<file path="src/logic/sesum_pkg.sv">
// constants for the status event summary block
// assumes a command decoder that turns common commands into strobes
// Contract
// - execution error sets event bit 4
// - device dependent error sets event bit 3
// - read of empty output queue sets bit 2
// - lost response data also sets bit 2
// - request control sets event bit 1
// - event register cleared by query or clear
// - event read, mask read, mask write honoured
// - keep 8-bit status byte of summaries
// - keep 8-bit service request enable mask
// - summary true when any enabled event true
// - bit 7 summarises operation, cdma, measuring
// - bit 6 is rqs or mss, unmaskable
// - bit 5 summarises masked standard events
// - bit 4 carries message available
// - bit 3 summarises questionable and calibration
// - status byte bit 2 unused
// - bit 1 carries hardware two summary
// - bit 0 summarises hw1, comm, serial ports
// - mss is or of masked byte, no bit 6
// - serial poll clears rqs only
// - bit 6 of written mask ignored
// - power cycle sets event bit 7
package sesum_pkg;
  localparam int EV_OPC = 0;
  localparam int EV_RQC = 1;
  localparam int EV_QRY = 2;
  localparam int EV_DDE = 3;
  localparam int EV_EXE = 4;
  localparam int EV_CMD = 5;
  localparam int EV_PON = 7;
  localparam int SB_DEV = 0;
  localparam int SB_HW2 = 1;
  localparam int SB_UNUSED = 2;
  localparam int SB_QUES = 3;
  localparam int SB_MAV = 4;
  localparam int SB_ESB = 5;
  localparam int SB_RQS = 6;
  localparam int SB_OPER = 7;
  localparam logic [15:0] EVENT_RESET = 16'h0080;
  localparam logic [15:0] EVENT_USED = 16'h00BF;
  localparam logic [15:0] ENABLE_RESET = 16'h0000;
  localparam logic [7:0] SRE_RESET = 8'h00;
  localparam logic [7:0] SRE_WRITABLE = 8'hBF;
endpackage

</file>
<file path="src/logic/sesum_status.sv">
// standard event register, status byte and service request logic
// assumes one-cycle command strobes from a parser on the same clock
`timescale 1ns/100ps
module sesum_status import sesum_pkg::*; (
  input wire logic clock,
  input wire logic reset,
  input wire logic evExecError,
  input wire logic evDeviceError,
  input wire logic evQueryEmpty,
  input wire logic evQueryLost,
  input wire logic evReqControl,
  input wire logic evCommandError,
  input wire logic opcCommand,
  input wire logic opsPending,
  input wire logic esrQuery,
  input wire logic clsCommand,
  input wire logic eseWrite,
  input wire logic [15:0] eseData,
  input wire logic sreWrite,
  input wire logic [7:0] sreData,
  input wire logic serialPoll,
  input wire logic sumOperation,
  input wire logic sumCdma,
  input wire logic sumMeasuring,
  input wire logic msgAvailable,
  input wire logic sumQuestionable,
  input wire logic sumCalibration,
  input wire logic sumHardware2,
  input wire logic sumHardware1,
  input wire logic sumCommunicate,
  input wire logic sumSerial1,
  input wire logic sumSerial2,
  output logic [15:0] eventRead,
  output logic [15:0] enableRead,
  output logic [7:0] stbRead,
  output logic [7:0] spollRead,
  output logic [7:0] sreRead,
  output logic srqOut
);
  logic [15:0] event_q, event_d, enable_q;
  logic [7:0] sre_q, stb_q, spoll_q;
  logic opcArmed_q, rqs_q, mss_q, srq_q;
  logic [15:0] eventSet;
  logic [7:0] summary;
  logic mss, opcDone, clrEvent;

  // device power-up counts as the power cycle, so reset presets bit 7
  assign opcDone = opcArmed_q && !opsPending;
  assign clrEvent = esrQuery || clsCommand;
  always_comb begin
    eventSet = 16'h0000;
    eventSet[EV_EXE] = evExecError;
    eventSet[EV_DDE] = evDeviceError;
    eventSet[EV_QRY] = evQueryEmpty || evQueryLost;
    eventSet[EV_RQC] = evReqControl;
    eventSet[EV_OPC] = opcDone;
    eventSet[EV_CMD] = evCommandError;
  end
  // set wins over clear so an event in the read cycle survives
  assign event_d = ((clrEvent ? 16'h0000 : event_q) | eventSet) & EVENT_USED;

  assign summary[SB_OPER] = sumOperation || sumCdma || sumMeasuring;
  assign summary[SB_RQS] = 1'b0;
  assign summary[SB_ESB] = |(event_q & enable_q);
  assign summary[SB_MAV] = msgAvailable;
  assign summary[SB_QUES] = sumQuestionable || sumCalibration;
  assign summary[SB_UNUSED] = 1'b0;
  assign summary[SB_HW2] = sumHardware2;
  assign summary[SB_DEV] = sumHardware1 || sumCommunicate || sumSerial1 || sumSerial2;
  assign mss = |(summary & sre_q & SRE_WRITABLE);

  always_ff @(posedge clock) begin
    if (reset) begin
      event_q <= EVENT_RESET;
      opcArmed_q <= 1'b0;
    end else begin
      event_q <= event_d;
      opcArmed_q <= (opcArmed_q && !opcDone && !clsCommand) || opcCommand;
    end
  end

  always_ff @(posedge clock) begin
    if (reset) begin
      enable_q <= ENABLE_RESET;
      sre_q <= SRE_RESET;
    end else begin
      if (eseWrite) enable_q <= eseData & EVENT_USED;
      if (sreWrite) sre_q <= sreData & SRE_WRITABLE;
    end
  end

  // rqs rises on a new reason for service; a poll drops it, new rise wins
  always_ff @(posedge clock) begin
    if (reset) begin
      rqs_q <= 1'b0;
      mss_q <= 1'b0;
    end else begin
      mss_q <= mss;
      rqs_q <= (mss && !mss_q) || (rqs_q && !serialPoll && mss);
    end
  end

  always_ff @(posedge clock) begin
    if (reset) begin
      stb_q <= 8'h00;
      spoll_q <= 8'h00;
      srq_q <= 1'b0;
    end else begin
      stb_q <= {summary[7], mss, summary[5:0]};
      spoll_q <= {summary[7], rqs_q && !serialPoll, summary[5:0]};
      srq_q <= rqs_q && !serialPoll;
    end
  end

  assign eventRead = event_q;
  assign enableRead = enable_q;
  assign stbRead = stb_q;
  assign spollRead = spoll_q;
  assign sreRead = sre_q;
  assign srqOut = srq_q;

  property p_esr_clear;
    @(posedge clock) disable iff (reset)
    (esrQuery && !(|eventSet)) |=> (event_q == 16'h0000);
  endproperty
  a_esr_clear: assert property (p_esr_clear) else $error("event not cleared");

  property p_exec_latch;
    @(posedge clock) disable iff (reset)
    evExecError |=> event_q[EV_EXE] ##1 (event_q[EV_EXE] || $past(clrEvent));
  endproperty
  a_exec_latch: assert property (p_exec_latch) else $error("exec bit lost");

  property p_query_err;
    @(posedge clock) disable iff (reset)
    (evQueryEmpty || evQueryLost) |=> event_q[EV_QRY];
  endproperty
  a_query_err: assert property (p_query_err) else $error("query bit not set");

  property p_opc_only;
    @(posedge clock) disable iff (reset)
    $rose(event_q[EV_OPC]) |-> $past(opcArmed_q);
  endproperty
  a_opc_only: assert property (p_opc_only) else $error("opc without command");

  property p_sre_bit6;
    @(posedge clock) disable iff (reset)
    sreWrite |=> !sre_q[SB_RQS] && sre_q[7] == $past(sreData[7]);
  endproperty
  a_sre_bit6: assert property (p_sre_bit6) else $error("sre bit 6 kept");

  property p_stb_mss;
    @(posedge clock) disable iff (reset)
    1'b1 |=> stb_q[SB_RQS] == $past(mss) && !stb_q[SB_UNUSED];
  endproperty
  a_stb_mss: assert property (p_stb_mss) else $error("mss wrong");

  property p_esb;
    @(posedge clock) disable iff (reset)
    (|(event_q & enable_q)) |=> stb_q[SB_ESB];
  endproperty
  a_esb: assert property (p_esb) else $error("esb summary missing");

  property p_poll_clear;
    @(posedge clock) disable iff (reset)
    serialPoll |=> !spoll_q[SB_RQS] && !srq_q;
  endproperty
  a_poll_clear: assert property (p_poll_clear) else $error("rqs not cleared");

  property p_dev_set;
    @(posedge clock) disable iff (reset)
    evDeviceError |=> event_q[EV_DDE];
  endproperty
  a_dev_set: assert property (p_dev_set) else $error("device error bit not set");

  property p_query_lost;
    @(posedge clock) disable iff (reset)
    evQueryLost |=> event_q[EV_QRY];
  endproperty
  a_query_lost: assert property (p_query_lost) else $error("lost data bit not set");

  property p_req_control;
    @(posedge clock) disable iff (reset)
    evReqControl |=> event_q[EV_RQC];
  endproperty
  a_req_control: assert property (p_req_control) else $error("control bit not set");

  property p_cmd_set;
    @(posedge clock) disable iff (reset)
    evCommandError |=> event_q[EV_CMD];
  endproperty
  a_cmd_set: assert property (p_cmd_set) else $error("command bit not set");

  property p_event_hold;
    @(posedge clock) disable iff (reset)
    !clrEvent |=> ((event_q & $past(event_q)) == $past(event_q));
  endproperty
  a_event_hold: assert property (p_event_hold) else $error("event bit dropped");

  property p_cls_clear;
    @(posedge clock) disable iff (reset)
    (clsCommand && !(|eventSet)) |=> (event_q == 16'h0000);
  endproperty
  a_cls_clear: assert property (p_cls_clear) else $error("clear left events");

  property p_power_read;
    @(posedge clock) disable iff (reset)
    esrQuery |=> !event_q[EV_PON];
  endproperty
  a_power_read: assert property (p_power_read) else $error("power bit kept");

  property p_ese_write;
    @(posedge clock) disable iff (reset)
    eseWrite |=> (enable_q == ($past(eseData) & EVENT_USED));
  endproperty
  a_ese_write: assert property (p_ese_write) else $error("event mask not written");

  property p_ese_hold;
    @(posedge clock) disable iff (reset)
    !eseWrite |=> $stable(enable_q);
  endproperty
  a_ese_hold: assert property (p_ese_hold) else $error("event mask changed");

  property p_sre_write;
    @(posedge clock) disable iff (reset)
    sreWrite |=> (sre_q == ($past(sreData) & SRE_WRITABLE));
  endproperty
  a_sre_write: assert property (p_sre_write) else $error("request mask not written");

  property p_sre_hold;
    @(posedge clock) disable iff (reset)
    !sreWrite |=> $stable(sre_q);
  endproperty
  a_sre_hold: assert property (p_sre_hold) else $error("request mask changed");

  property p_oper_sum;
    @(posedge clock) disable iff (reset)
    (sumOperation || sumCdma || sumMeasuring) |=> stb_q[SB_OPER];
  endproperty
  a_oper_sum: assert property (p_oper_sum) else $error("bit 7 summary missing");

  property p_mav;
    @(posedge clock) disable iff (reset)
    msgAvailable |=> stb_q[SB_MAV] && spoll_q[SB_MAV];
  endproperty
  a_mav: assert property (p_mav) else $error("message available missing");

  property p_ques_sum;
    @(posedge clock) disable iff (reset)
    (sumQuestionable || sumCalibration) |=> stb_q[SB_QUES];
  endproperty
  a_ques_sum: assert property (p_ques_sum) else $error("bit 3 summary missing");

  property p_hw2_sum;
    @(posedge clock) disable iff (reset)
    1'b1 |=> (stb_q[SB_HW2] == $past(sumHardware2));
  endproperty
  a_hw2_sum: assert property (p_hw2_sum) else $error("bit 1 summary wrong");

  property p_dev_sum;
    @(posedge clock) disable iff (reset)
    (sumHardware1 || sumCommunicate || sumSerial1 || sumSerial2) |=> stb_q[SB_DEV];
  endproperty
  a_dev_sum: assert property (p_dev_sum) else $error("bit 0 summary missing");

  property p_dev_quiet;
    @(posedge clock) disable iff (reset)
    (!sumHardware1 && !sumCommunicate && !sumSerial1 && !sumSerial2) |=> !stb_q[SB_DEV];
  endproperty
  a_dev_quiet: assert property (p_dev_quiet) else $error("bit 0 set without cause");

  property p_unused_poll;
    @(posedge clock) disable iff (reset)
    1'b1 |=> !spoll_q[SB_UNUSED];
  endproperty
  a_unused_poll: assert property (p_unused_poll) else $error("unused poll bit set");

  property p_esb_quiet;
    @(posedge clock) disable iff (reset)
    !(|(event_q & enable_q)) |=> !stb_q[SB_ESB];
  endproperty
  a_esb_quiet: assert property (p_esb_quiet) else $error("bit 5 set without cause");

  property p_poll_keeps;
    @(posedge clock) disable iff (reset)
    serialPoll |=> (spoll_q[7] == stb_q[7]) && (spoll_q[5:0] == stb_q[5:0]);
  endproperty
  a_poll_keeps: assert property (p_poll_keeps) else $error("poll changed summaries");

  property p_mss_mask;
    @(posedge clock) disable iff (reset)
    (sre_q == 8'h00) |=> !stb_q[SB_RQS];
  endproperty
  a_mss_mask: assert property (p_mss_mask) else $error("mss without enable");

  property p_rqs_rise;
    @(posedge clock) disable iff (reset)
    (mss && !mss_q) |=> rqs_q;
  endproperty
  a_rqs_rise: assert property (p_rqs_rise) else $error("rqs not raised");

  property p_srq_follows;
    @(posedge clock) disable iff (reset)
    1'b1 |=> (srq_q == ($past(rqs_q) && !$past(serialPoll)));
  endproperty
  a_srq_follows: assert property (p_srq_follows) else $error("srq level wrong");

  property p_poll_drop;
    @(posedge clock) disable iff (reset)
    (serialPoll && !(mss && !mss_q)) |=> !rqs_q;
  endproperty
  a_poll_drop: assert property (p_poll_drop) else $error("rqs kept after poll");

  property p_opc_arm;
    @(posedge clock) disable iff (reset)
    opcCommand ##1 !opsPending |=> event_q[EV_OPC];
  endproperty
  a_opc_arm: assert property (p_opc_arm) else $error("opc bit not set");
endmodule // sesum_status

</file>
<file path="config.mk">
export PLATFORM = sky130hd
export DESIGN_NAME = sesum_status
export DESIGN_NICKNAME = d
export VERILOG_FILES = /design/src/logic/sesum_pkg.sv /design/src/logic/sesum_status.sv
export SDC_FILE = /design/constraint.sdc
export NUM_CORES = 1
export LEC_CHECK = 0
export BUFFER_PORTS_ARGS = -buffer_cell sky130_fd_sc_hd__buf_2
export CAP_MARGIN = 40
export CELL_PAD_IN_SITES_DETAIL_PLACEMENT = 0
export CELL_PAD_IN_SITES_GLOBAL_PLACEMENT = 1
export CORE_ASPECT_RATIO = 1.5
export CORE_MARGIN = 5
export CORE_UTILIZATION = 28
export CTS_CLUSTER_SIZE = 10
export DETAILED_ROUTE_END_ITERATION = 7
export PLACE_DENSITY = 0.82
export SKIP_CTS_REPAIR_TIMING = 1
export SLEW_MARGIN = 5
export SYNTH_ARGS = -nofsm -noshare
export SYNTH_HDL_FRONTEND = slang
export SYNTH_SLANG_ARGS = --single-unit
</file>
<file path="constraint.sdc">
create_clock -name clock -period 1.9 [get_ports clock]
set_input_delay 0.38 -clock clock [delete_from_list [all_inputs] [get_ports clock]]
set_output_delay 0.38 -clock clock [all_outputs]
set_load 0.01 [all_outputs]
</file>
==> flow_summary.yaml, run 1 <==
cts:
  cts_max_path_buffers: 2
  htree_levels: 2
  clkLatencyLatePin_ns: 0.27
  cts_tree: "yes"
  cts.sinks: 31
  cts_buffers: 5
  clk_pin_slew_worst_paths_ns: 0.06
  cts_root_buffer: "clkbuf_8"
synthesis:
  syn_area_per_cell_um2: 9.522
  synth.area.top_cells: "dfxtp_1, buf_4, mux2i_1"
  synth_cell_types: 23
  yosys.cell_count.top_type: "dfxtp_1"
  netlist_top_cells_count: "dfxtp_1, buf_4, nor2_1"
  synth-seq-cells: 31
  yosysWarnings: 0
  synth_top_cell_by_area: "dfxtp_1"
  ys.flop_type: "dfxtp_1"
  syn_area_um2: 1295
  synth_edf_count: 0
  syn_inst: 136
  yosysSeqAreaShare_pct: 47.92
  synth_top_area_share_pct: 47.92
  async_flop_share_pct: 0
die:
  die-area_um2: 6113
  fp-row-count: 30
  core_area_um2: 4504
  die_w_um: 65.53
  io_pins: 107
  chipHeight_um: 93.29
  start_util_pct: 28.75
placement:
  dp_hpwl_um: 2463
  numPortBuffers: 75
  gp_congestion: 0.6445
  dp_cells: 246
timing:
  fin_skew_ns: 0.003584
  fmax_mhz: 662.8
  tns_ns: 0
  rsz0062_at_grt: "no"
  slew_viol_final: 0
  worstMarginPinSlew_ns: 0.5263
  slew_headroom_pct: 64.78
  final-hold-violation-count: 0
  post-route-period-util_pct: 79.41
  post-route-min-period_ns: 1.509
  setup_viol: 0
run_status:
  status: "complete, no violations"
run:
  maxCapViolations: 0
worst_setup_path:
  cp-start-kind: "flip-flop"
  endpoint_kind: "flip-flop"
  cp.required_ns: 2.05
  critPathKind: "flip-flop to flip-flop"
  crit_fanout: 3
  crit_arrival_ns: 1.66
grt:
  gr-total-overflow: 0
  grt_usage_pct: 10.01
  grt_util_met2_pct: 18.09
  grt_start_max_net_pins: 22
  top_usage_layer: "met2"
  grt_pass1_vias: 1016
  antenna_found_initial: 0
  gr-usage-met3_pct: 3.606
  use_met1_pct: 9.933
  grt_pass1_wl_um: 4629
drt:
  first_iter_violations: 31
  wl_um: 3000
  drc: 0
  routedWlPerCell_um: 11.81
  ant_nets: 0
  vias_per_cell: 4.370
  dr.pass1.iters: 4
  vias: 1110
cells_and_area:
  antenna_cells: 0
  drive_above_1_share_pct: 41.26
  stdcell_count: 254
  finalNetCount: 255
  synthToLayoutAreaGrowth_pct: 29.47
pwr:
  p_leak_nw: 0.8991
  power_density_nw_per_um2: 883.8
  fin_total_pwr_mw: 1.482
  ir_drop_mv: 0.3593
hold_path:
  min_path_type: "input port to flip-flop"
[sequential cells by signal (all words and copies together) (netlist names)]
signal and flops:
enableRead 7, eventRead 7, opcArmed_q 1, rqs_q 1, spollRead 1, sreRead 7, stbRead 7
[stage by stage]
| step | setup WS (ns) | hold WS [ns] | cell area, µm² | utilization (%) |
|---|---|---|---|---|
| floorplan | 0.5264 | 0.4327 | 1370 | - |
| detailed placement | 0.3295 | 0.4563 | 1577 | 35.00 |
| CTS | 0.3775 | 0.3040 | 1677 | 37.22 |
| global placement | 0.3552 | 0.4446 | 1577 | 35.00 |
| global route | 0.2528 | 0.3224 | 1677 | 37.22 |
| finish | 0.3912 | 0.3135 | 1677 | 37.22 |
[power breakdown]
part	leakage (nW)	internal [mW]	total [mW]	switching, mW
logic	0.590	0.0972	0.214	0.117
registers	0.257	0.694	0.718	0.0245
clock network	0.0515	0.330	0.550	0.220
total	0.899	1.12	1.48	0.361
[logic make-up (layout without fill, tap and decap cells)]
group	Yosys count	count (layout)	share of synthesized area [%]
AND/OR/NAND/NOR	38	38	13.62
other	1	21	0.2896
flip-flops	31	31	47.92
AO/OA/AOI/OAI	17	17	8.792
buffers and inverters	35	85	18.55
multiplexers	14	14	10.82
[layer usage]
layer | wire length, µm | share of wire [%]
met1 | 1040 | 35
met2 | 1541 | 51
met3 | 369 | 12
met4 | 49 | 1.6
met5 | 0 | 0
[cell usage in the layout (no fill, tap or decap), drive strengths merged]
| cell type | n |
|---|---|
| buf | 76 |
| dfxtp | 31 |
| nor2 | 27 |
| conb | 21 |
| mux2i | 14 |
| clkbuf | 8 |
| a21oi | 6 |
| a22oi | 3 |
| a31oi | 3 |
| nor2b | 3 |
| nor3b | 2 |
| nand2b | 2 |
| nor4 | 1 |
| nor3 | 1 |
| o21ai | 1 |
| a222oi | 1 |
| or4 | 1 |
| a211oi | 1 |
| a21o | 1 |
| inv | 1 |
| nand2 | 1 |
| o41a | 1 |
[layout make-up]
cell class                      instances  area (µm²)
Inverter                                1       3.754
Tap cell                               48       60.06
Multi-Input combinational cell         90       509.2
Sequential cell                        31       620.6
Clock buffer                            8       100.1
Timing Repair Buffer                   76       382.9
Fill cell                             486        2828
[critical path: stages, from the launching register on]
cell and delay [ns]:
dfxtp_1 0.33, a222oi_1 0.45, a31oi_1 0.19, or4_1 0.42
[final timing paths]
path                  start  slack [ns]           end  cells after the start
max            eventRead[3]        0.39    stbRead[6]                      3
min          evCommandError        0.31  eventRead[5]                      3
max reg2reg    eventRead[3]        0.39    stbRead[6]                      3
min reg2reg           rqs_q        0.46  spollRead[6]                      2
(Power assumes the default switching activity.)
==> run 2: changes to the inputs <==
Settings changed: CORE_UTILIZATION 28 to 23, PLACE_DENSITY 0.82 to 0.71.
Clock period 1.9 ns to 1.2 ns, I/O delays scaled along.
==> flow_summary.yaml, run 2 (synthesized netlist as in run 1, its figures left out) <==
cts:
  cts_buffers: 5
  cts.sinks: 31
  htree_levels: 2
  cts_tree: "yes"
  clk_pin_slew_worst_paths_ns: 0.07
  clkLatencyLatePin_ns: 0.28
  cts_root_buffer: "clkbuf_8"
  cts_max_path_buffers: 2
run_status:
  status: "finished with violations"
  violations: "negative setup slack"
worst_setup_path:
  r2r_start: "eventRead[3]"
  reg2regPathDepth: 3
  rr_endpoint: "stbRead[6]"
  crit_fanout: 2
  path_cells: "a222oi_1 > a31oi_1 > or4_1"
  crit_arrival_ns: 1.60
  slowest_stage: "or4_1"
  slowest_delay_ns: 0.42
  critPathKind: "flip-flop to flip-flop"
  r2r_slack_ns: -0.25
  endpoint_kind: "flip-flop"
  path_delay_family: "compound AO/OA/AOI/OAI gates"
  path_buf_inv: 0
  cp.required_ns: 1.35
  cp-start-kind: "flip-flop"
drt:
  drc: 0
  routedWlPerCell_um: 11.13
  dr.pass1.iters: 4
  vias: 1154
  vias_per_cell: 3.886
  first_iter_violations: 21
  ant_nets: 0
  wl_um: 3306
grt:
  antenna_found_initial: 0
  gr-total-overflow: 0
  grt_pass1_vias: 1162
  grt_pass1_wl_um: 5382
  grt_start_max_net_pins: 12
  grt_usage_pct: 9.467
die:
  core_area_um2: 5492
  start_util_pct: 23.58
  io_pins: 107
  fp-row-count: 33
  die_w_um: 71.27
  chipHeight_um: 101.9
  die-area_um2: 7262
cells_and_area:
  multiInputGateArea_um2: 509.2
  final_util_pct: 33.74
  seqCellArea_um2: 623.1
  fillCellCount: 590
  drive_above_1_share_pct: 48.02
  final_common_cell: "buf_2"
  synthToLayoutAreaGrowth_pct: 43.09
  finalNetCount: 276
  antenna_cells: 0
  layout_common_cells: "buf_2, dfxtp_1, nor2_1"
  stdcell_count: 297
timing:
  fin_ws_ns: -0.2452
  post-route-period-util_pct: 120.4
  final-hold-violation-count: 0
  setup_viol: 2
  fin_skew_ns: 0.004935
  tns_ns: -0.4566
  hold_ws_ns: 0.1637
  post-route-min-period_ns: 1.445
  fmax_mhz: 692.0
  rsz0062_at_grt: "yes"
  slew_viol_final: 0
pwr:
  ir_drop_mv: 0.6598
  clock_power_share_pct: 34.4
  power_density_nw_per_um2: 1261
  p_sw_share_pct: 27.24
  seqPwrFrac_pct: 48.4
  cell_internal_pwr_mw: 1.700
  p_leak_nw: 0.9945
  fin_total_pwr_mw: 2.336
  switching_power_uw: 636.3
  p_comb_share_pct: 17.2
placement:
  dp_hpwl_um: 2717
  gp_congestion: 0.6432
  numPortBuffers: 75
  dp_cells: 289
hold_path:
  whs_path_depth: 3
  min_from: "evExecError"
  holdPathEnd: "eventRead[4]"
  min_path_type: "input port to flip-flop"
run:
  maxCapViolations: 0
## run 2: changes by cell type in the layout (fill, tap and decap cells not counted), sizes merged
cell / delta
clkbuf: -3
clkinv: +1
buf: +21
clkinvlp: +2
## run 2: worst max path at each step
| stage | start | to | slack, ns | depth (start not counted) |
|---|---|---|---|---|
| floorplan | enableRead[3] | stbRead[6] | -0.14 | 3 |
| global placement | enableRead[3] | stbRead[6] | -0.20 | 3 |
| detailed placement | enableRead[3] | stbRead[6] | -0.26 | 3 |
| CTS | enableRead[3] | stbRead[6] | -0.27 | 3 |
| global route | eventRead[3] | stbRead[6] | -0.37 | 3 |
| finish | eventRead[3] | stbRead[6] | -0.25 | 3 |
## run 2: final cells by class
| class | count | area share (%) |
|---|---|---|
| flip-flops and latches | 31 | 33.63 |
| well taps | 70 | 4.727 |
| repair buffers | 97 | 29.17 |
| clock inverters | 3 | 1.080 |
| inverters | 1 | 0.2026 |
| multi-input cells | 90 | 27.48 |
| clock buffers | 5 | 3.714 |
## run 2: per-layer routing
metal | vias up | part of all wire (%) | global-route usage [%]
met3 | 4 | 12 | 3.543
met2 | 66 | 50 | 16.64
met4 | 0 | 1.1 | 3.473
li1 | 585 | - | -
met5 | - | 0 | 0
met1 | 499 | 37 | 10.30
## run 2: power by group through the flow
stage / Clock [mW] / Combinational, mW / Sequential [mW]
final: 0.804 / 0.401 / 1.13
after global routing: 0.885 / 0.451 / 1.14
after CTS: 0.843 / 0.410 / 1.13
after detailed placement: 0 / 0.409 / 1.15
after global placement: 0 / 0.404 / 1.15
after floorplan: 0 / 0.227 / 1.18
## run 2: worst reg2reg max path, delay by kind of cell (launching register included)
kind               cells  cell delay [ns]
DFF                    1             0.33
and+or+nand+nor        1             0.42
AOI/OAI and AO/OA      2             0.58
## run 2: metrics by stage
| stage | worst slack [ns] | cell area, µm² |
|---|---|---|
| floorplan | -0.1393 | 1371 |
| global placement | -0.1984 | 1763 |
| detailed placement | -0.2581 | 1763 |
| CTS | -0.2718 | 1852 |
| global route | -0.3682 | 1853 |
| finish | -0.2452 | 1853 |
==> run 3: changes to the inputs <==
--- a/config.mk
+++ b/config.mk
@@ -12,3 +12,3 @@
 export CORE_ASPECT_RATIO = 1.5
-export CORE_MARGIN = 5
+export CORE_MARGIN = 10
 export CORE_UTILIZATION = 23
==> constraint.sdc (replaced) <==
create_clock -name clock -period 1.2 [get_ports clock]
set_input_delay 0.18 -clock clock [delete_from_list [all_inputs] [get_ports clock]]
set_output_delay 0.18 -clock clock [all_outputs]
set_load 0.01 [all_outputs]
==> flow_summary.yaml, run 3 (synthesized netlist as in run 1, its figures left out) <==
run_status:
  status: "finished with violations"
  violations: "negative setup slack"
grt:
  grt_pass1_vias: 1236
  antenna_found_initial: 0
  grt_usage_pct: 8.197
  grt_pass1_wl_um: 5871
  gr-total-overflow: 0
  grt_start_max_net_pins: 12
worst_setup_path:
  cp-start-kind: "flip-flop"
  crit_path_start: "eventRead[3]"
  endpoint_kind: "flip-flop"
  cp.required_ns: 1.35
  r2r_start: "eventRead[3]"
  critPathKind: "flip-flop to flip-flop"
  crit_fanout: 2
  crit_arrival_ns: 1.56
timing:
  setup_viol: 2
  rsz0062_at_grt: "yes"
  final-hold-violation-count: 0
  post-route-min-period_ns: 1.409
  hold_ws_ns: 0.1134
  slew_headroom_pct: 65.32
  slew_viol_final: 0
  worstMarginPinSlew_ns: 0.5182
  fmax_mhz: 709.7
  post-route-period-util_pct: 117.4
  fin_ws_ns: -0.2090
  fin_skew_ns: 0.002548
die:
  die_w_um: 81.27
  die-area_um2: 9094
  io_pins: 107
  chipHeight_um: 111.9
  start_util_pct: 23.76
  fp-row-count: 33
  core_area_um2: 5450
cells_and_area:
  seqCellArea_um2: 623.1
  drive_above_1_share_pct: 46.88
  synthToLayoutAreaGrowth_pct: 41.26
  antenna_cells: 0
  final_util_pct: 33.56
  multiInputGateArea_um2: 509.2
  finalNetCount: 275
  layout_common_cells: "buf_2, dfxtp_1, nor2_1"
  final_common_cell: "buf_2"
  fillCellCount: 627
pwr:
  ir_drop_mv: 0.5238
  p_leak_nw: 0.9861
  fin_total_pwr_mw: 2.261
  power_density_nw_per_um2: 1236
drt:
  drc: 0
  first_iter_violations: 21
  vias: 1167
  dr.pass1.iters: 4
  ant_nets: 0
  wl_um: 3816
  vias_per_cell: 3.969
  routedWlPerCell_um: 12.98
placement:
  numPortBuffers: 75
  gp_congestion: 0.7239
  dp_hpwl_um: 3263
cts:
  cts_max_path_buffers: 2
  clk_pin_slew_worst_paths_ns: 0.06
  cts_tree: "yes"
  cts_buffers: 5
  cts.sinks: 31
  cts_root_buffer: "clkbuf_8"
  htree_levels: 2
  clkLatencyLatePin_ns: 0.27
hold_path:
  min_path_type: "input port to flip-flop"
  min_from: "evDeviceError"
run:
  maxCapViolations: 0
## run 3: final cells by class
cell class                      count  share of cell area (%)
Tap cell                           70                   4.788
Timing Repair Buffer               96                   29.14
Clock buffer                        6                   3.967
Inverter                            1                  0.2052
Sequential cell                    31                   34.06
Multi-Input combinational cell     90                   27.84
## run 3: worst paths after layout
kind                            slack [ns]            to  depth (start not counted)
worst max-delay path                 -0.21    stbRead[6]                          3
worst min-delay path                  0.11  eventRead[3]                          3
worst max register to register       -0.21    stbRead[6]                          3
worst min register to register        0.45  spollRead[6]                          2
## run 3: per-layer routing
metal	wire length [µm]	vias up	global-route usage, %
met4	37	0	2.781
met5	0	-	0
li1	-	581	-
met2	1828	64	13.38
met3	563	4	5.395
met1	1385	518	8.080
## run 3: power breakdown
| group | switching [mW] | internal, mW |
|---|---|---|
| registers | 0.0315 | 1.10 |
| clock network | 0.340 | 0.385 |
| logic | 0.206 | 0.198 |
| total | 0.578 | 1.68 |
## run 3: worst max-delay path, cell delays in order, from the launching register on
cell and delay (ns):
dfxtp_2 0.32, a222oi_1 0.40, a31oi_1 0.17, or4_1 0.40
## run 3: per-stage QoR
step | TNS [ns] | instances | cell area, µm² | setup slack [ns]
after floorplan | -0.2495 | 156 | 1371 | -0.1393
after global placement | -0.3677 | 288 | 1755 | -0.2017
after detailed placement | -0.4090 | 288 | 1755 | -0.2152
after CTS | -0.4132 | 294 | 1828 | -0.2173
after global routing | -0.5945 | 294 | 1829 | -0.2980
final | -0.3949 | 294 | 1829 | -0.2090
